## src/common/cpurf_map.vh

```
// constants for the cpu register file and address generator
`ifndef CPURF_MAP_VH
`define CPURF_MAP_VH

// flag bit positions
`define CPURF_FLAG_C 0
`define CPURF_FLAG_V 1
`define CPURF_FLAG_Z 2
`define CPURF_FLAG_N 3
`define CPURF_FLAG_U4 4
`define CPURF_FLAG_H 5
`define CPURF_FLAG_U6 6
`define CPURF_FLAG_I 7

// flag reset value: only the mask is defined
`define CPURF_FLAGS_RST 8'h80

// stack pointer word index
`define CPURF_SP_IDX 3'h7

// address modes
`define CPURF_AM_REG 3'h0
`define CPURF_AM_IND 3'h1
`define CPURF_AM_DISP 3'h2
`define CPURF_AM_POSTINC 3'h3
`define CPURF_AM_PREDEC 3'h4
`define CPURF_AM_ABS8 3'h5
`define CPURF_AM_ABS16 3'h6
`define CPURF_AM_MEMIND 3'h7

// upper byte forced for short absolute, lowest page for memory indirect
`define CPURF_TOP_PAGE 8'hff
`define CPURF_LOW_PAGE 8'h00

// flag register operations
`define CPURF_FOP_NONE 3'h0
`define CPURF_FOP_LOAD 3'h1
`define CPURF_FOP_AND 3'h2
`define CPURF_FOP_OR 3'h3
`define CPURF_FOP_XOR 3'h4
`define CPURF_FOP_ALU 3'h5

// alu operations
`define CPURF_ALU_ADD 3'h0
`define CPURF_ALU_SUB 3'h1
`define CPURF_ALU_NEG 3'h2
`define CPURF_ALU_CMP 3'h3
`define CPURF_ALU_LOGIC 3'h4
`define CPURF_ALU_SHIFT 3'h5
`define CPURF_ALU_BIT 3'h6

// pointer steps
`define CPURF_STEP_BYTE 16'h0001
`define CPURF_STEP_WORD 16'h0002

`endif

```

## src/hw/cpurf_core_regs.v

```verilog
// cpu register file, flags, program counter and operand address generator
//
// Contract
// - sixteen byte registers or eight word registers share one storage
// - addresses read whole words; data writes whole word or either byte
// - word register seven is the stack pointer, adjusted on calls and interrupts
// - word program counter; fetch by word; lowest bit always zero
// - flag bit 7 masks non-nmi interrupts; set on reset and interrupt entry
// - flag bits 6 and 4 are free user storage only
// - half-carry from bit 3 for bytes, bit 11 for words
// - negative flag takes result msb
// - zero flag set on zero result, cleared otherwise
// - overflow flag set on arithmetic overflow, cleared otherwise; word negate takes it from the alu_a and alu_b sign formula instead
// - carry flag: add/sub carry, shifted-out bit, bit accumulator
// - flags loadable, storable, and modifiable by and, or, xor
// - reset loads pc from vector, sets mask, leaves others undefined
// - register direct operand is a byte except listed word instructions
// - register indirect uses full register word as address
// - displacement small_constant_add second word to register; word address even
// - post-increment accesses then small_constant_add 1 or 2
// - pre-decrement subtracts 1 or 2 then accesses
// - short absolute forces upper eight address bits to ones
// - full sixteen-bit absolute for moves, jumps and calls
// - odd word and branch addresses drop lowest bit silently
// - pc-relative small_constant_add sign-extended byte displacement to pc
// - memory indirect reads target word from lowest page
`timescale 1ns/1ns
`include "cpurf_map.vh"

module cpurf_core_regs #(
	parameter NWORDS = 8,
	parameter AW = 3
) (
	// clock and reset
	input wire clk,
	input wire rst,
	// reset vector from memory bus
	input wire [15:0] reset_vector,
	// program counter control
	input wire pc_advance,
	input wire pc_load,
	input wire [15:0] pc_load_value,
	input wire pc_rel_branch,
	input wire [7:0] pc_rel_disp,
	// data register access
	input wire [AW-1:0] reg_idx,
	input wire reg_hi_sel,
	input wire reg_word,
	input wire reg_wr,
	input wire [15:0] reg_wr_data,
	// stack pointer adjust
	input wire sp_push,
	input wire sp_pop,
	// address generator request
	input wire ea_start,
	input wire [2:0] ea_mode,
	input wire [AW-1:0] ea_reg_idx,
	input wire ea_word,
	input wire [15:0] ea_ext,
	// flag control
	input wire [2:0] flag_op,
	input wire [7:0] flag_operand,
	input wire [7:0] flag_update_mask,
	input wire [2:0] alu_op,
	input wire alu_word,
	input wire [15:0] alu_a,
	input wire [15:0] alu_b,
	input wire alu_shift_out,
	input wire alu_bit_acc,
	input wire int_entry,
	// outputs
	output reg [15:0] pc_r,
	output reg [15:0] fetch_addr_r,
	output reg [7:0] condition_flags_r,
	output reg int_masked_r,
	output reg [15:0] reg_rd_data_r,
	output reg [15:0] stack_pointer_register_r,
	output reg [15:0] ea_addr_r,
	output reg ea_valid_r,
	output reg ea_mem_indirect_r,
	output reg [15:0] alu_result_r
);

	// ------------------------------------------------------------
	// functions
	// ------------------------------------------------------------
	function [15:0] word_align;
		input [15:0] a;
		begin
			word_align = {a[15:1], 1'b0};
		end
	endfunction

	function [15:0] step_of;
		input w;
		begin
			step_of = w ? `CPURF_STEP_WORD : `CPURF_STEP_BYTE;
		end
	endfunction

	// ------------------------------------------------------------
	// register storage
	// ------------------------------------------------------------
	reg [AW-1:0] mem_wr_idx;
	reg mem_wr_hi;
	reg mem_wr_lo;
	reg [15:0] mem_wr_data;
	wire [15:0] rd_a_data;
	wire [15:0] rd_b_data;
	reg [15:0] sp_r;
	reg sp_valid_r;
	wire [AW-1:0] sp_idx = `CPURF_SP_IDX;

	cpurf_gpr_mem #(
		.NWORDS(NWORDS),
		.AW(AW)
	) u_mem (
		.clk(clk),
		.wr_idx(mem_wr_idx),
		.wr_hi(mem_wr_hi),
		.wr_lo(mem_wr_lo),
		.wr_data(mem_wr_data),
		.rd_a_idx(reg_idx),
		.rd_a_data(rd_a_data),
		.rd_b_idx(ea_reg_idx),
		.rd_b_data(rd_b_data)
	);

	// ------------------------------------------------------------
	// address generator state machine
	// ------------------------------------------------------------
	localparam EA_IDLE = 2'h0;
	localparam EA_READ = 2'h1;
	localparam EA_CALC = 2'h2;

	reg [1:0] ea_state_r;
	reg [2:0] ea_mode_r;
	reg [AW-1:0] ea_idx_r;
	reg ea_word_r;
	reg [15:0] ea_ext_r;
	reg [15:0] base_r;
	reg [15:0] ea_addr_nxt;
	reg ptr_wr;
	reg [15:0] ptr_val;

	always @* begin
		ea_addr_nxt = base_r;
		ptr_wr = 1'b0;
		ptr_val = base_r;
		case (ea_mode_r)
			`CPURF_AM_REG: ea_addr_nxt = base_r;
			`CPURF_AM_IND: ea_addr_nxt = base_r;
			`CPURF_AM_DISP: ea_addr_nxt = base_r + ea_ext_r;
			`CPURF_AM_POSTINC: begin
				ea_addr_nxt = base_r;
				ptr_wr = 1'b1;
				ptr_val = base_r + step_of(ea_word_r);
			end
			`CPURF_AM_PREDEC: begin
				ptr_val = base_r - step_of(ea_word_r);
				ptr_wr = 1'b1;
				ea_addr_nxt = ptr_val;
			end
			`CPURF_AM_ABS8: ea_addr_nxt = {`CPURF_TOP_PAGE, ea_ext_r[7:0]};
			`CPURF_AM_ABS16: ea_addr_nxt = ea_ext_r;
			`CPURF_AM_MEMIND: ea_addr_nxt = word_align({`CPURF_LOW_PAGE, ea_ext_r[7:0]});
			default: ea_addr_nxt = base_r;
		endcase
		if (ea_word_r) begin
			ea_addr_nxt = word_align(ea_addr_nxt);
		end
	end

	always @(posedge clk) begin
		if (rst) begin
			ea_state_r <= EA_IDLE;
			ea_mode_r <= `CPURF_AM_REG;
			ea_idx_r <= {AW{1'b0}};
			ea_word_r <= 1'b0;
			ea_ext_r <= 16'h0000;
			base_r <= 16'h0000;
			ea_addr_r <= 16'h0000;
			ea_valid_r <= 1'b0;
			ea_mem_indirect_r <= 1'b0;
		end else begin
			ea_valid_r <= 1'b0;
			case (ea_state_r)
				EA_IDLE: begin
					if (ea_start) begin
						ea_mode_r <= ea_mode;
						ea_idx_r <= ea_reg_idx;
						ea_word_r <= ea_word;
						ea_ext_r <= ea_ext;
						ea_state_r <= EA_READ;
					end
				end
				EA_READ: begin
					// full word read for address use
					base_r <= rd_b_data;
					ea_state_r <= EA_CALC;
				end
				EA_CALC: begin
					ea_addr_r <= ea_addr_nxt;
					ea_valid_r <= 1'b1;
					ea_mem_indirect_r <= (ea_mode_r == `CPURF_AM_MEMIND);
					ea_state_r <= EA_IDLE;
				end
				default: ea_state_r <= EA_IDLE;
			endcase
		end
	end

	// ------------------------------------------------------------
	// register write arbitration
	// ------------------------------------------------------------
	wire ea_ptr_wr = (ea_state_r == EA_CALC) && ptr_wr;
	wire [15:0] sp_step_val = sp_push ? (sp_r - `CPURF_STEP_WORD) : (sp_r + `CPURF_STEP_WORD);

	always @* begin
		mem_wr_idx = reg_idx;
		mem_wr_hi = 1'b0;
		mem_wr_lo = 1'b0;
		mem_wr_data = reg_wr_data;
		if (ea_ptr_wr) begin
			mem_wr_idx = ea_idx_r;
			mem_wr_hi = 1'b1;
			mem_wr_lo = 1'b1;
			mem_wr_data = ptr_val;
		end else if (sp_push || sp_pop) begin
			mem_wr_idx = sp_idx;
			mem_wr_hi = 1'b1;
			mem_wr_lo = 1'b1;
			mem_wr_data = sp_step_val;
		end else if (reg_wr) begin
			mem_wr_hi = reg_word | reg_hi_sel;
			mem_wr_lo = reg_word | ~reg_hi_sel;
			mem_wr_data = reg_word ? reg_wr_data : {reg_wr_data[7:0], reg_wr_data[7:0]};
		end
	end

	// shadow copy of the stack pointer for the dedicated output
	always @(posedge clk) begin
		if (rst) begin
			sp_valid_r <= 1'b0;
			sp_r <= 16'h0000;
		end else if (mem_wr_idx == sp_idx && mem_wr_hi && mem_wr_lo) begin
			sp_r <= mem_wr_data;
			sp_valid_r <= 1'b1;
		end else if (mem_wr_idx == sp_idx && mem_wr_hi) begin
			sp_r <= {mem_wr_data[15:8], sp_r[7:0]};
		end else if (mem_wr_idx == sp_idx && mem_wr_lo) begin
			sp_r <= {sp_r[15:8], mem_wr_data[7:0]};
		end
	end

	always @(posedge clk) begin
		if (rst) begin
			stack_pointer_register_r <= 16'h0000;
			reg_rd_data_r <= 16'h0000;
		end else begin
			stack_pointer_register_r <= word_align(sp_r);
			reg_rd_data_r <= reg_word ? rd_a_data :
				(reg_hi_sel ? {8'h00, rd_a_data[15:8]} : {8'h00, rd_a_data[7:0]});
		end
	end

	// ------------------------------------------------------------
	// program counter
	// ------------------------------------------------------------
	wire [15:0] rel_target = pc_r + {{8{pc_rel_disp[7]}}, pc_rel_disp};

	// vector fetch happens on the first cycle after reset release
	reg boot_r;
	always @(posedge clk) begin
		if (rst) begin
			boot_r <= 1'b1;
		end else begin
			boot_r <= 1'b0;
		end
	end

	always @(posedge clk) begin
		if (rst) begin
			pc_r <= 16'h0000;
			fetch_addr_r <= 16'h0000;
		end else begin
			if (pc_load) begin
				pc_r <= word_align(pc_load_value);
			end else if (boot_r) begin
				pc_r <= word_align(reset_vector);
			end else if (pc_rel_branch) begin
				pc_r <= word_align(rel_target);
			end else if (pc_advance) begin
				pc_r <= pc_r + `CPURF_STEP_WORD;
			end
			fetch_addr_r <= word_align(pc_r);
		end
	end

	// ------------------------------------------------------------
	// alu flag computation
	// ------------------------------------------------------------
	reg [16:0] sum;
	reg [12:0] sum12;
	reg [4:0] sum4;
	reg [15:0] res;
	reg [7:0] alu_flags;
	reg is_sub;
	reg ovf;

	always @* begin
		is_sub = (alu_op == `CPURF_ALU_SUB) || (alu_op == `CPURF_ALU_CMP) || (alu_op == `CPURF_ALU_NEG);
		sum = 17'h00000;
		sum12 = 13'h0000;
		sum4 = 5'h00;
		res = alu_a;
		ovf = 1'b0;
		alu_flags = condition_flags_r;
		case (alu_op)
			`CPURF_ALU_ADD, `CPURF_ALU_SUB, `CPURF_ALU_CMP, `CPURF_ALU_NEG: begin
				if (alu_op == `CPURF_ALU_NEG) begin
					sum = {1'b0, 16'h0000} - {1'b0, alu_a};
					sum12 = {1'b0, 12'h000} - {1'b0, alu_a[11:0]};
					sum4 = {1'b0, 4'h0} - {1'b0, alu_a[3:0]};
				end else if (is_sub) begin
					sum = {1'b0, alu_a} - {1'b0, alu_b};
					sum12 = {1'b0, alu_a[11:0]} - {1'b0, alu_b[11:0]};
					sum4 = {1'b0, alu_a[3:0]} - {1'b0, alu_b[3:0]};
				end else begin
					sum = {1'b0, alu_a} + {1'b0, alu_b};
					sum12 = {1'b0, alu_a[11:0]} + {1'b0, alu_b[11:0]};
					sum4 = {1'b0, alu_a[3:0]} + {1'b0, alu_b[3:0]};
				end
				res = sum[15:0];
				alu_flags[`CPURF_FLAG_H] = alu_word ? sum12[12] : sum4[4];
				if (alu_word) begin
					ovf = is_sub ? ((alu_a[15] ^ alu_b[15]) & (alu_a[15] ^ res[15]))
						: (~(alu_a[15] ^ alu_b[15]) & (alu_a[15] ^ res[15]));
					alu_flags[`CPURF_FLAG_C] = sum[16];
				end else begin
					ovf = is_sub ? ((alu_a[7] ^ alu_b[7]) & (alu_a[7] ^ res[7]))
						: (~(alu_a[7] ^ alu_b[7]) & (alu_a[7] ^ res[7]));
					// negate is zero minus a, so b takes no part in the byte borrow
					alu_flags[`CPURF_FLAG_C] = (alu_op == `CPURF_ALU_NEG) ? (alu_a[8] ^ res[8])
						: (alu_a[8] ^ alu_b[8] ^ res[8]);
				end
				if (alu_op == `CPURF_ALU_NEG && !alu_word) begin
					ovf = (alu_a[7:0] == 8'h80);
				end
				alu_flags[`CPURF_FLAG_V] = ovf;
			end
			`CPURF_ALU_LOGIC: res = alu_b;
			`CPURF_ALU_SHIFT: begin
				res = alu_b;
				alu_flags[`CPURF_FLAG_C] = alu_shift_out;
			end
			`CPURF_ALU_BIT: alu_flags[`CPURF_FLAG_C] = alu_bit_acc;
			default: res = alu_a;
		endcase
		alu_flags[`CPURF_FLAG_N] = alu_word ? res[15] : res[7];
		alu_flags[`CPURF_FLAG_Z] = alu_word ? (res == 16'h0000) : (res[7:0] == 8'h00);
	end

	// ------------------------------------------------------------
	// flag register
	// ------------------------------------------------------------
	reg [7:0] flags_nxt;
	localparam [7:0] HW_ALU_BITS = 8'h2f;

	always @* begin
		flags_nxt = condition_flags_r;
		case (flag_op)
			`CPURF_FOP_LOAD: flags_nxt = flag_operand;
			`CPURF_FOP_AND: flags_nxt = condition_flags_r & flag_operand;
			`CPURF_FOP_OR: flags_nxt = condition_flags_r | flag_operand;
			`CPURF_FOP_XOR: flags_nxt = condition_flags_r ^ flag_operand;
			`CPURF_FOP_ALU: begin
				// user bits and mask never touched by arithmetic
				flags_nxt = (condition_flags_r & ~(flag_update_mask & HW_ALU_BITS)) |
					(alu_flags & flag_update_mask & HW_ALU_BITS);
			end
			default: flags_nxt = condition_flags_r;
		endcase
		if (int_entry) begin
			flags_nxt[`CPURF_FLAG_I] = 1'b1;
		end
	end

	always @(posedge clk) begin
		if (rst) begin
			condition_flags_r <= `CPURF_FLAGS_RST;
			int_masked_r <= 1'b1;
			alu_result_r <= 16'h0000;
		end else begin
			condition_flags_r <= flags_nxt;
			int_masked_r <= flags_nxt[`CPURF_FLAG_I];
			alu_result_r <= res;
		end
	end

endmodule // cpurf_core_regs

```

## src/hw/cpurf_gpr_mem.v

```verilog
// general register storage: eight words, byte-writable halves
`timescale 1ns/1ns
`include "cpurf_map.vh"

module cpurf_gpr_mem #(
	parameter NWORDS = 8,
	parameter AW = 3
) (
	// clock
	input wire clk,
	// write side
	input wire [AW-1:0] wr_idx,
	input wire wr_hi,
	input wire wr_lo,
	input wire [15:0] wr_data,
	// registered read ports
	input wire [AW-1:0] rd_a_idx,
	output reg [15:0] rd_a_data,
	input wire [AW-1:0] rd_b_idx,
	output reg [15:0] rd_b_data
);

	reg [7:0] hi_mem [0:NWORDS-1];
	reg [7:0] lo_mem [0:NWORDS-1];

	// no reset: register contents are undefined after reset
	always @(posedge clk) begin
		if (wr_hi) begin
			hi_mem[wr_idx] <= wr_data[15:8];
		end
		if (wr_lo) begin
			lo_mem[wr_idx] <= wr_data[7:0];
		end
		rd_a_data <= {hi_mem[rd_a_idx], lo_mem[rd_a_idx]};
		rd_b_data <= {hi_mem[rd_b_idx], lo_mem[rd_b_idx]};
	end

endmodule // cpurf_gpr_mem

```

## config.mk

```make
export PLATFORM = sky130hd
export DESIGN_NAME = cpurf_core_regs
export DESIGN_NICKNAME = d
export VERILOG_FILES = /design/src/hw/cpurf_core_regs.v /design/src/hw/cpurf_gpr_mem.v
export VERILOG_INCLUDE_DIRS = /design/src /design/src/common
export SDC_FILE = /design/constraint.sdc
export NUM_CORES = 1
export LEC_CHECK = 0
export ABC_AREA = 1
export ABC_CLOCK_PERIOD_IN_PS = 8100
export BUFFER_PORTS_ARGS = -buffer_cell sky130_fd_sc_hd__buf_4
export CAP_MARGIN = 20
export CELL_PAD_IN_SITES_DETAIL_PLACEMENT = 0
export CELL_PAD_IN_SITES_GLOBAL_PLACEMENT = 1
export CORE_UTILIZATION = 46
export DETAILED_ROUTE_END_ITERATION = 8
export PLACE_DENSITY_LB_ADDON = 0.15
export SYNTH_ARGS = -nofsm -noshare
export SYNTH_HDL_FRONTEND = slang
export SYNTH_HIERARCHICAL = 1
export SYNTH_SLANG_ARGS = --single-unit
```

## constraint.sdc

```tcl
create_clock -name clk -period 8.1 [get_ports clk]
set_input_delay 0.81 -clock clk [delete_from_list [all_inputs] [get_ports clk]]
set_output_delay 0.81 -clock clk [all_outputs]
set_load 0.03 [all_outputs]
```

-- Word level (Yosys, flattened, before mapping)
Memory sizes are Yosys's and may differ from the RTL's. A register that Yosys moved wholly into a read port is not among the register bits.
Cells that the tools add are included.
- memories: 2
- word-level logic and storage cells: 169
- input bits: 151
- bits in writable memories: 128
- register bits: 164
- output and inout port bits: 107
- memory list (memory ; depth ; bits a word ; rd ports ; clocked after Yosys merged registers in ; wr ports ; RTL line ; RTL):
    u_mem.hi_mem ; 8 ; 8 ; 2 ; 2 ; 1 ; cpurf_gpr_mem.v:23 ; reg [7:0] hi_mem [0:NWORDS-1];
    u_mem.lo_mem ; 8 ; 8 ; 2 ; 2 ; 1 ; cpurf_gpr_mem.v:24 ; reg [7:0] lo_mem [0:NWORDS-1];
- bitwise gates (word level): 23
- eq/ne operators: 24
- reduce and logical (&&, ||, !) cells: 26
- mux-type cells: 56
- add/subtract/negate cells: 16
- operators with widths (operator ; number):
    two-way mux 16 bit ; 12
    one-hot mux 16 bit (6 select lines) ; 1
    one-hot mux 16 bit (2 select lines) ; 2
    two-way mux 17 bit ; 3
    adder 16 bit ; 3
    one-hot mux 8 bit (5 select lines) ; 1
    adder 16 x 2 -> 16 bit, second input constant ; 2
    == test 3 bit, second input constant ; 10
    two-way mux 13 bit ; 2
    two-way mux 1 bit ; 25
    == test 3 x 2 -> 1 bit, second input constant ; 6
    adder 16 x 16 -> 17 bit ; 1
    subtractor 1 x 16 -> 17 bit, first input constant ; 1
    subtractor 16 x 16 -> 17 bit ; 1
    AND 8 bit ; 2
    zero test 16 bit ; 1
    two-way mux 8 bit ; 2
    subtractor 16 x 2 -> 16 bit ; 1
    subtractor 16 x 2 -> 16 bit, second input constant ; 1
    adder 12 x 12 -> 13 bit ; 1
    subtractor 1 x 12 -> 13 bit, first input constant ; 1
    subtractor 12 x 12 -> 13 bit ; 1
    two-way mux 5 bit ; 2
    == test 3 x 1 -> 1 bit, second input constant ; 3
    other kinds (34) ; 60

-- Longest topological paths before layout
- word-level depth: 15
- mapped depth: 28
- gate-level depth less buffers: 28

-- Cells and area by module
Netlist, hierarchy kept.
- by module, submodules not included (module ; sequential area each (µm²) ; instances ; cells each ; area each (µm²)):
    cpurf_core_regs ; 3223.1 ; 1 ; 1841 ; 11810.1
    cpurf_gpr_mem ; 4484.3 ; 1 ; 913 ; 7646.1

-- Worst setup path before layout
Ideal clock, no wire load.
- kind: input-to-reg
- start point: in alu_b[0]
- end point: reg condition_flags_r[0]
- stages: 22
- path slack: 4.320 ns
- library setup time: 0.122 ns
- data required time: 7.978 ns
- buffers on the path: 0
- arrival: 3.659 ns
- cell sequence: nor3_1 > and2_1 > nand3_1 > nor2_1 > inv_1 > o41ai_1 > xnor2_1 > inv_1 > ha_1 > a21oi_1 > a21boi_0 > nand2_1 > a21oi_1 > nor2_1 > nor2_1 > nand2_1 > a21oi_1 > o21ai_0 > nand2_1 > nand2_1 > o21ai_0 > a21oi_1
- word-level cells in the longest chain between the ends: 11
- elaborated cells between the ends (all ways): 13
- classes of those cells: add/sub (2); mux (7); bitwise (4)
- ends and longest elaborated chain (what ; RTL line ; RTL):
    from (decl) ; cpurf_core_regs.v:67 ; input wire [15:0] alu_b,
    adder 16 x 16 -> 17 bit / subtractor 16 x 16 -> 17 bit (equally long branches) ; cpurf_core_regs.v:330, cpurf_core_regs.v:326 ;
    two-way mux 17 bit * ; cpurf_core_regs.v:325 ; end else if (is_sub) begin
    two-way mux 17 bit * ; cpurf_core_regs.v:321 ; if (alu_op == `CPURF_ALU_NEG) begin
    two-way mux 17 bit * ; cpurf_core_regs.v:319 ; case (alu_op)
    XOR 1 bit, on equally long branches ; cpurf_core_regs.v:345, cpurf_core_regs.v:344 ;
    two-way mux 1 bit ; cpurf_core_regs.v:344 ; alu_flags[`CPURF_FLAG_C] = (alu_op == `CPURF_ALU_NEG) ? (alu_a[8] ^ res[8])
    two-way mux 1 bit * ; cpurf_core_regs.v:336 ; if (alu_word) begin
    one-hot mux 1 bit (3 select lines) * ; cpurf_core_regs.v:319 ;
    AND 6 bit * ; cpurf_core_regs.v:380 ; (alu_flags & flag_update_mask & HW_ALU_BITS);
    bitwise OR 8 x 6 -> 8 bit * ; cpurf_core_regs.v:379 ; flags_nxt = (condition_flags_r & ~(flag_update_mask & HW_ALU_BITS)) |
    one-hot mux 8 bit (5 select lines) * ; cpurf_core_regs.v:372 ; case (flag_op)
    to (signal assigned) ; cpurf_core_regs.v:391 ; condition_flags_r <= `CPURF_FLAGS_RST;
    to (signal assigned) ; cpurf_core_regs.v:395 ; condition_flags_r <= flags_nxt;
    to (decl) ; cpurf_core_regs.v:74 ; output reg [7:0] condition_flags_r,
Mark *: on every way between the ends. The rest lies on a longest branch, timed or not. The select of a mux whose other input is x is not followed.
A chain may end at the register's enable or synchronous reset.

-- Final worst setup path
- start point: reg ea_mode_r[1]
- end point: mem u_mem.hi_mem[0][2], enable pin
- elaborated cells between the ends (all ways): 9
- classes of those cells: eq/ne (2); mux (5); reduce/logical (2)
- RTL lines (what ; RTL line ; RTL):
    from (decl) ; cpurf_core_regs.v:137 ; reg [2:0] ea_mode_r;
    from (signal assigned) ; cpurf_core_regs.v:177 ; ea_mode_r <= `CPURF_AM_REG;
    from (signal assigned) ; cpurf_core_regs.v:190 ; ea_mode_r <= ea_mode;
    == test 3 bit / == test 3 x 2 -> 1 bit (equally long branches) ; n/a ;
    OR reduction 2 bit (no source line) * ; n/a ;
    two-way mux 1 bit * ; n/a ;
    logical AND 1 bit * ; cpurf_core_regs.v:216 ; wire ea_ptr_wr = (ea_state_r == EA_CALC) && ptr_wr;
    two-way mux 3 bit * ; cpurf_core_regs.v:224 ; if (ea_ptr_wr) begin
    via mem_wr_idx[0] ; cpurf_core_regs.v:104 ; reg [AW-1:0] mem_wr_idx;
    to (decl) ; cpurf_gpr_mem.v:23 ;
The timed path passes the listed nets; every way through them passes the cells marked *.

==> flow_metrics.tcl <==
set metrics [dict create \
    reg2regPathDepth 10 \
    setup_ws_ns 3.80 \
    hpwl_mm 45.9 \
    cts_hold_buf 0 \
    gr-total-overflow 0 \
    cp_slowest_stage_delay_ns 0.85 \
    grt_use_total_pct 28.8 \
    cts_root_buf "clkbuf_16" \
    clockBufferDepth 3 \
    min_from "u_mem/rd_a_data[15]" \
    die_h_um 208 \
    grt_pass1_wl_mm 97.7 \
    core_um2 41300 \
    slowest_stage "nor2_1" \
    port_buffers 248 \
    clkSinkCount 321 \
    final_cell_mix "734 x nand2_1, 404 x inv_1, 271 x nor2_1" \
    setup-violations-final 0 \
    area_growth_pct 17.5 \
    slew_headroom_pct 22.0 \
    post_synth_inst_count 2754 \
    r2r-start "ea_mode_r[1]" \
    synth_seq_area_share_pct 39.6 \
    period_minus_slack_ns 4.30 \
    clock_skew_ns 0.0357 \
    p_leak_nw 11.2 \
    drive_gt1_share_pct 12.2 \
    ant_nets 0 \
    cts_setup_buffers 0 \
    hold_depth 2 \
    fin_util_pct 55.3 \
    grt_max_degree 72 \
    wl_per_cell_um 17.9 \
    routed_wl_mm 63.2 \
    post_cts_resized 0 \
    placedCellCount 3451 \
    dr.first_iter.drc_count 1344 \
    required_ns 8.28 \
    fin_hold_ws_ns 0.439 \
    end_kind "flop" \
    post-route-drc-count 0 \
    rrSetupSlack_ns 3.80 \
    die_x_um 208 \
    stdcell_count 3526 \
    rsz0062_at_grt "no" \
    drv_cap 0 \
    hold_end "reg_rd_data_r[15]" \
    peakVddDrop_mv 0.128 \
    row_count 74 \
    gp_congestion 0.949 \
    viasPerCell 5.34 \
    htreeDepth 2 \
    tightest_slew_ns 1.17 \
    io_pins 258 \
    clk_latency_ns 0.58 \
    post-route-period-util_pct 53.1 \
    yosysWarningCount 6 \
    avgSynthCellArea_um2 7.06 \
    crit_chain "nand2_1, nor2_1, inv_2, a21oi_4, inv_1, o22ai_1, inv_1, inv_1, nand3_1, nor2_1" \
    grt_pass1_vias 17895 \
    worstPathArrival_ns 4.48 \
    power_density_nw_per_um2 212 \
    setup_tns_ns 0 \
    antenna_found_initial 1 \
    pre_cts_ws_ns 3.51 \
    synthDistinctLibCells 55 \
    final_area_um2 22900 \
    num_vias 18819 \
    crit_top_cell "inv_1" \
    fmax_mhz 233 \
    hold_path_class "flop to flop" \
    r2r_end "u_mem/hi_mem[0][2]" \
    clk_pin_slew_worst_paths_ns 0.06 \
    path_class "flop to flop" \
    finalHoldViolations 0 \
    cp-start-kind "flop" \
    synth-seq-cells 321 \
    final_nets 3201 \
    dpl-instance-area_um2 21600 \
    cts_tree "built" \
    initial_utilization_pct 47.1 \
    cts_buffers 39 \
    mostFrequentLayoutCell "nand2_1" \
    die_area_um2 43100 \
    status "finished, final reports clean" \
    dr.pass1.iters 6 \
    drv_slew 0 \
    netlist_area_um2 19500 \
    power.total_mw 4.84 \
    cp_max_fo 22 \
]
-- worst max-delay path by stage --
| stage | from | endpoint | slack (ns) | cells past startpoint |
|---|---|---|---|---|
| CTS | ea_mode_r[1] | u_mem/hi_mem[2][2] | 3.83 | 10 |
| finish | ea_mode_r[1] | u_mem/hi_mem[0][2] | 3.80 | 10 |
| global route | ea_mode_r[1] | u_mem/hi_mem[0][2] | 3.46 | 10 |
| floorplan | alu_b[0] | condition_flags_r[0] | 4.32 | 22 |
| detailed placement | alu_b[0] | condition_flags_r[0] | 3.51 | 23 |
| global placement | alu_b[0] | condition_flags_r[0] | 3.52 | 23 |
-- per-layer routing --
metal,track usage [%],part of all wire (%),vias up
met5,0,0,-
met4,10.2,2.8,0
met3,4.81,7.3,99
met2,48.4,47,687
met1,37.3,43,8702
li1,-,-,9331
-- power breakdown --
group | internal [mW] | switching [mW]
Combinational | 0.392 | 0.794
Sequential | 1.85 | 0.0741
Clock | 1.04 | 0.689
Total | 3.28 | 1.56
-- sequential cells by signal (all words and copies together), names as in the netlist, 3 cells and up --
name                      cells
u_mem/hi_mem                 64
u_mem/rd_a_data              16
u_mem/lo_mem                 64
condition_flags_r             8
u_mem/rd_b_data              16
pc_r                         15
ea_addr_r                    16
ea_mode_r                     3
ea_ext_r                     16
ea_idx_r                      3
fetch_addr_r                 15
sp_r                         16
reg_rd_data_r                16
base_r                       16
stack_pointer_register_r     15
alu_result_r                 16
-- cell usage after synthesis (all sizes together) --
cell type	number	share of area (%)
nand2	736	14
inv	416	8.0
nor2	275	5.4
nand3	230	5.9
o21ai	202	5.2
dfxtp	193	20
a21oi	180	4.7
edfxtp	128	20
ha	80	5.1
buf	57	2.1
clkbuf	44	0.85
xor2	32	1.4
o211ai	22	0.85
nor3	21	0.62
xnor2	16	0.72
a211oi	14	0.67
a31oi	12	0.39
nand4	12	0.39
o31ai	11	0.42
or2	9	0.29
o2111ai	8	0.36
o22ai	8	0.29
a221oi	7	0.32
o221ai	7	0.32
fa	6	0.62
o21a	6	0.23
and2	4	0.13
clkinv	3	0.058
a21boi	2	0.077
a31o	2	0.090
nand3b	2	0.077
nor4	2	0.096
a21o	1	0.039
a22o	1	0.045
a41oi	1	0.045
conb	1	0.019
o211a	1	0.051
o21bai	1	0.039
o41ai	1	0.045
-- cells by family after synthesis --
logic type	count (synthesis)	share of synthesized area, %
simple gates	1291	27.2
buf+inv	520	11.1
compound gates	487	14.2
flops	321	39.6
fa+ha+maj	86	5.76
xor+xnor	48	2.16
other cells	1	0.0193
-- final cells by class --
class                           instances  area, µm²
Antenna cell                            1       2.50
Timing Repair Buffer                  268       2040
Tap cell                              532        666
Clock inverter                         12        154
Clock buffer                           58       1100
Fill cell                            4024      18400
Multi-Input combinational cell       1915       9610
Inverter                              419       1580
Sequential cell                       321       7710
-- critical path: cells and delay by family, from the launching register on --
family	cells	cell delay (ns)
AND/OR/NAND/NOR	4	1.80
buffers and inverters	4	0.89
AO/OA/AOI/OAI	2	0.78
flip-flops	1	0.43
No activity file was read; power rests on OpenSTA's default activity.
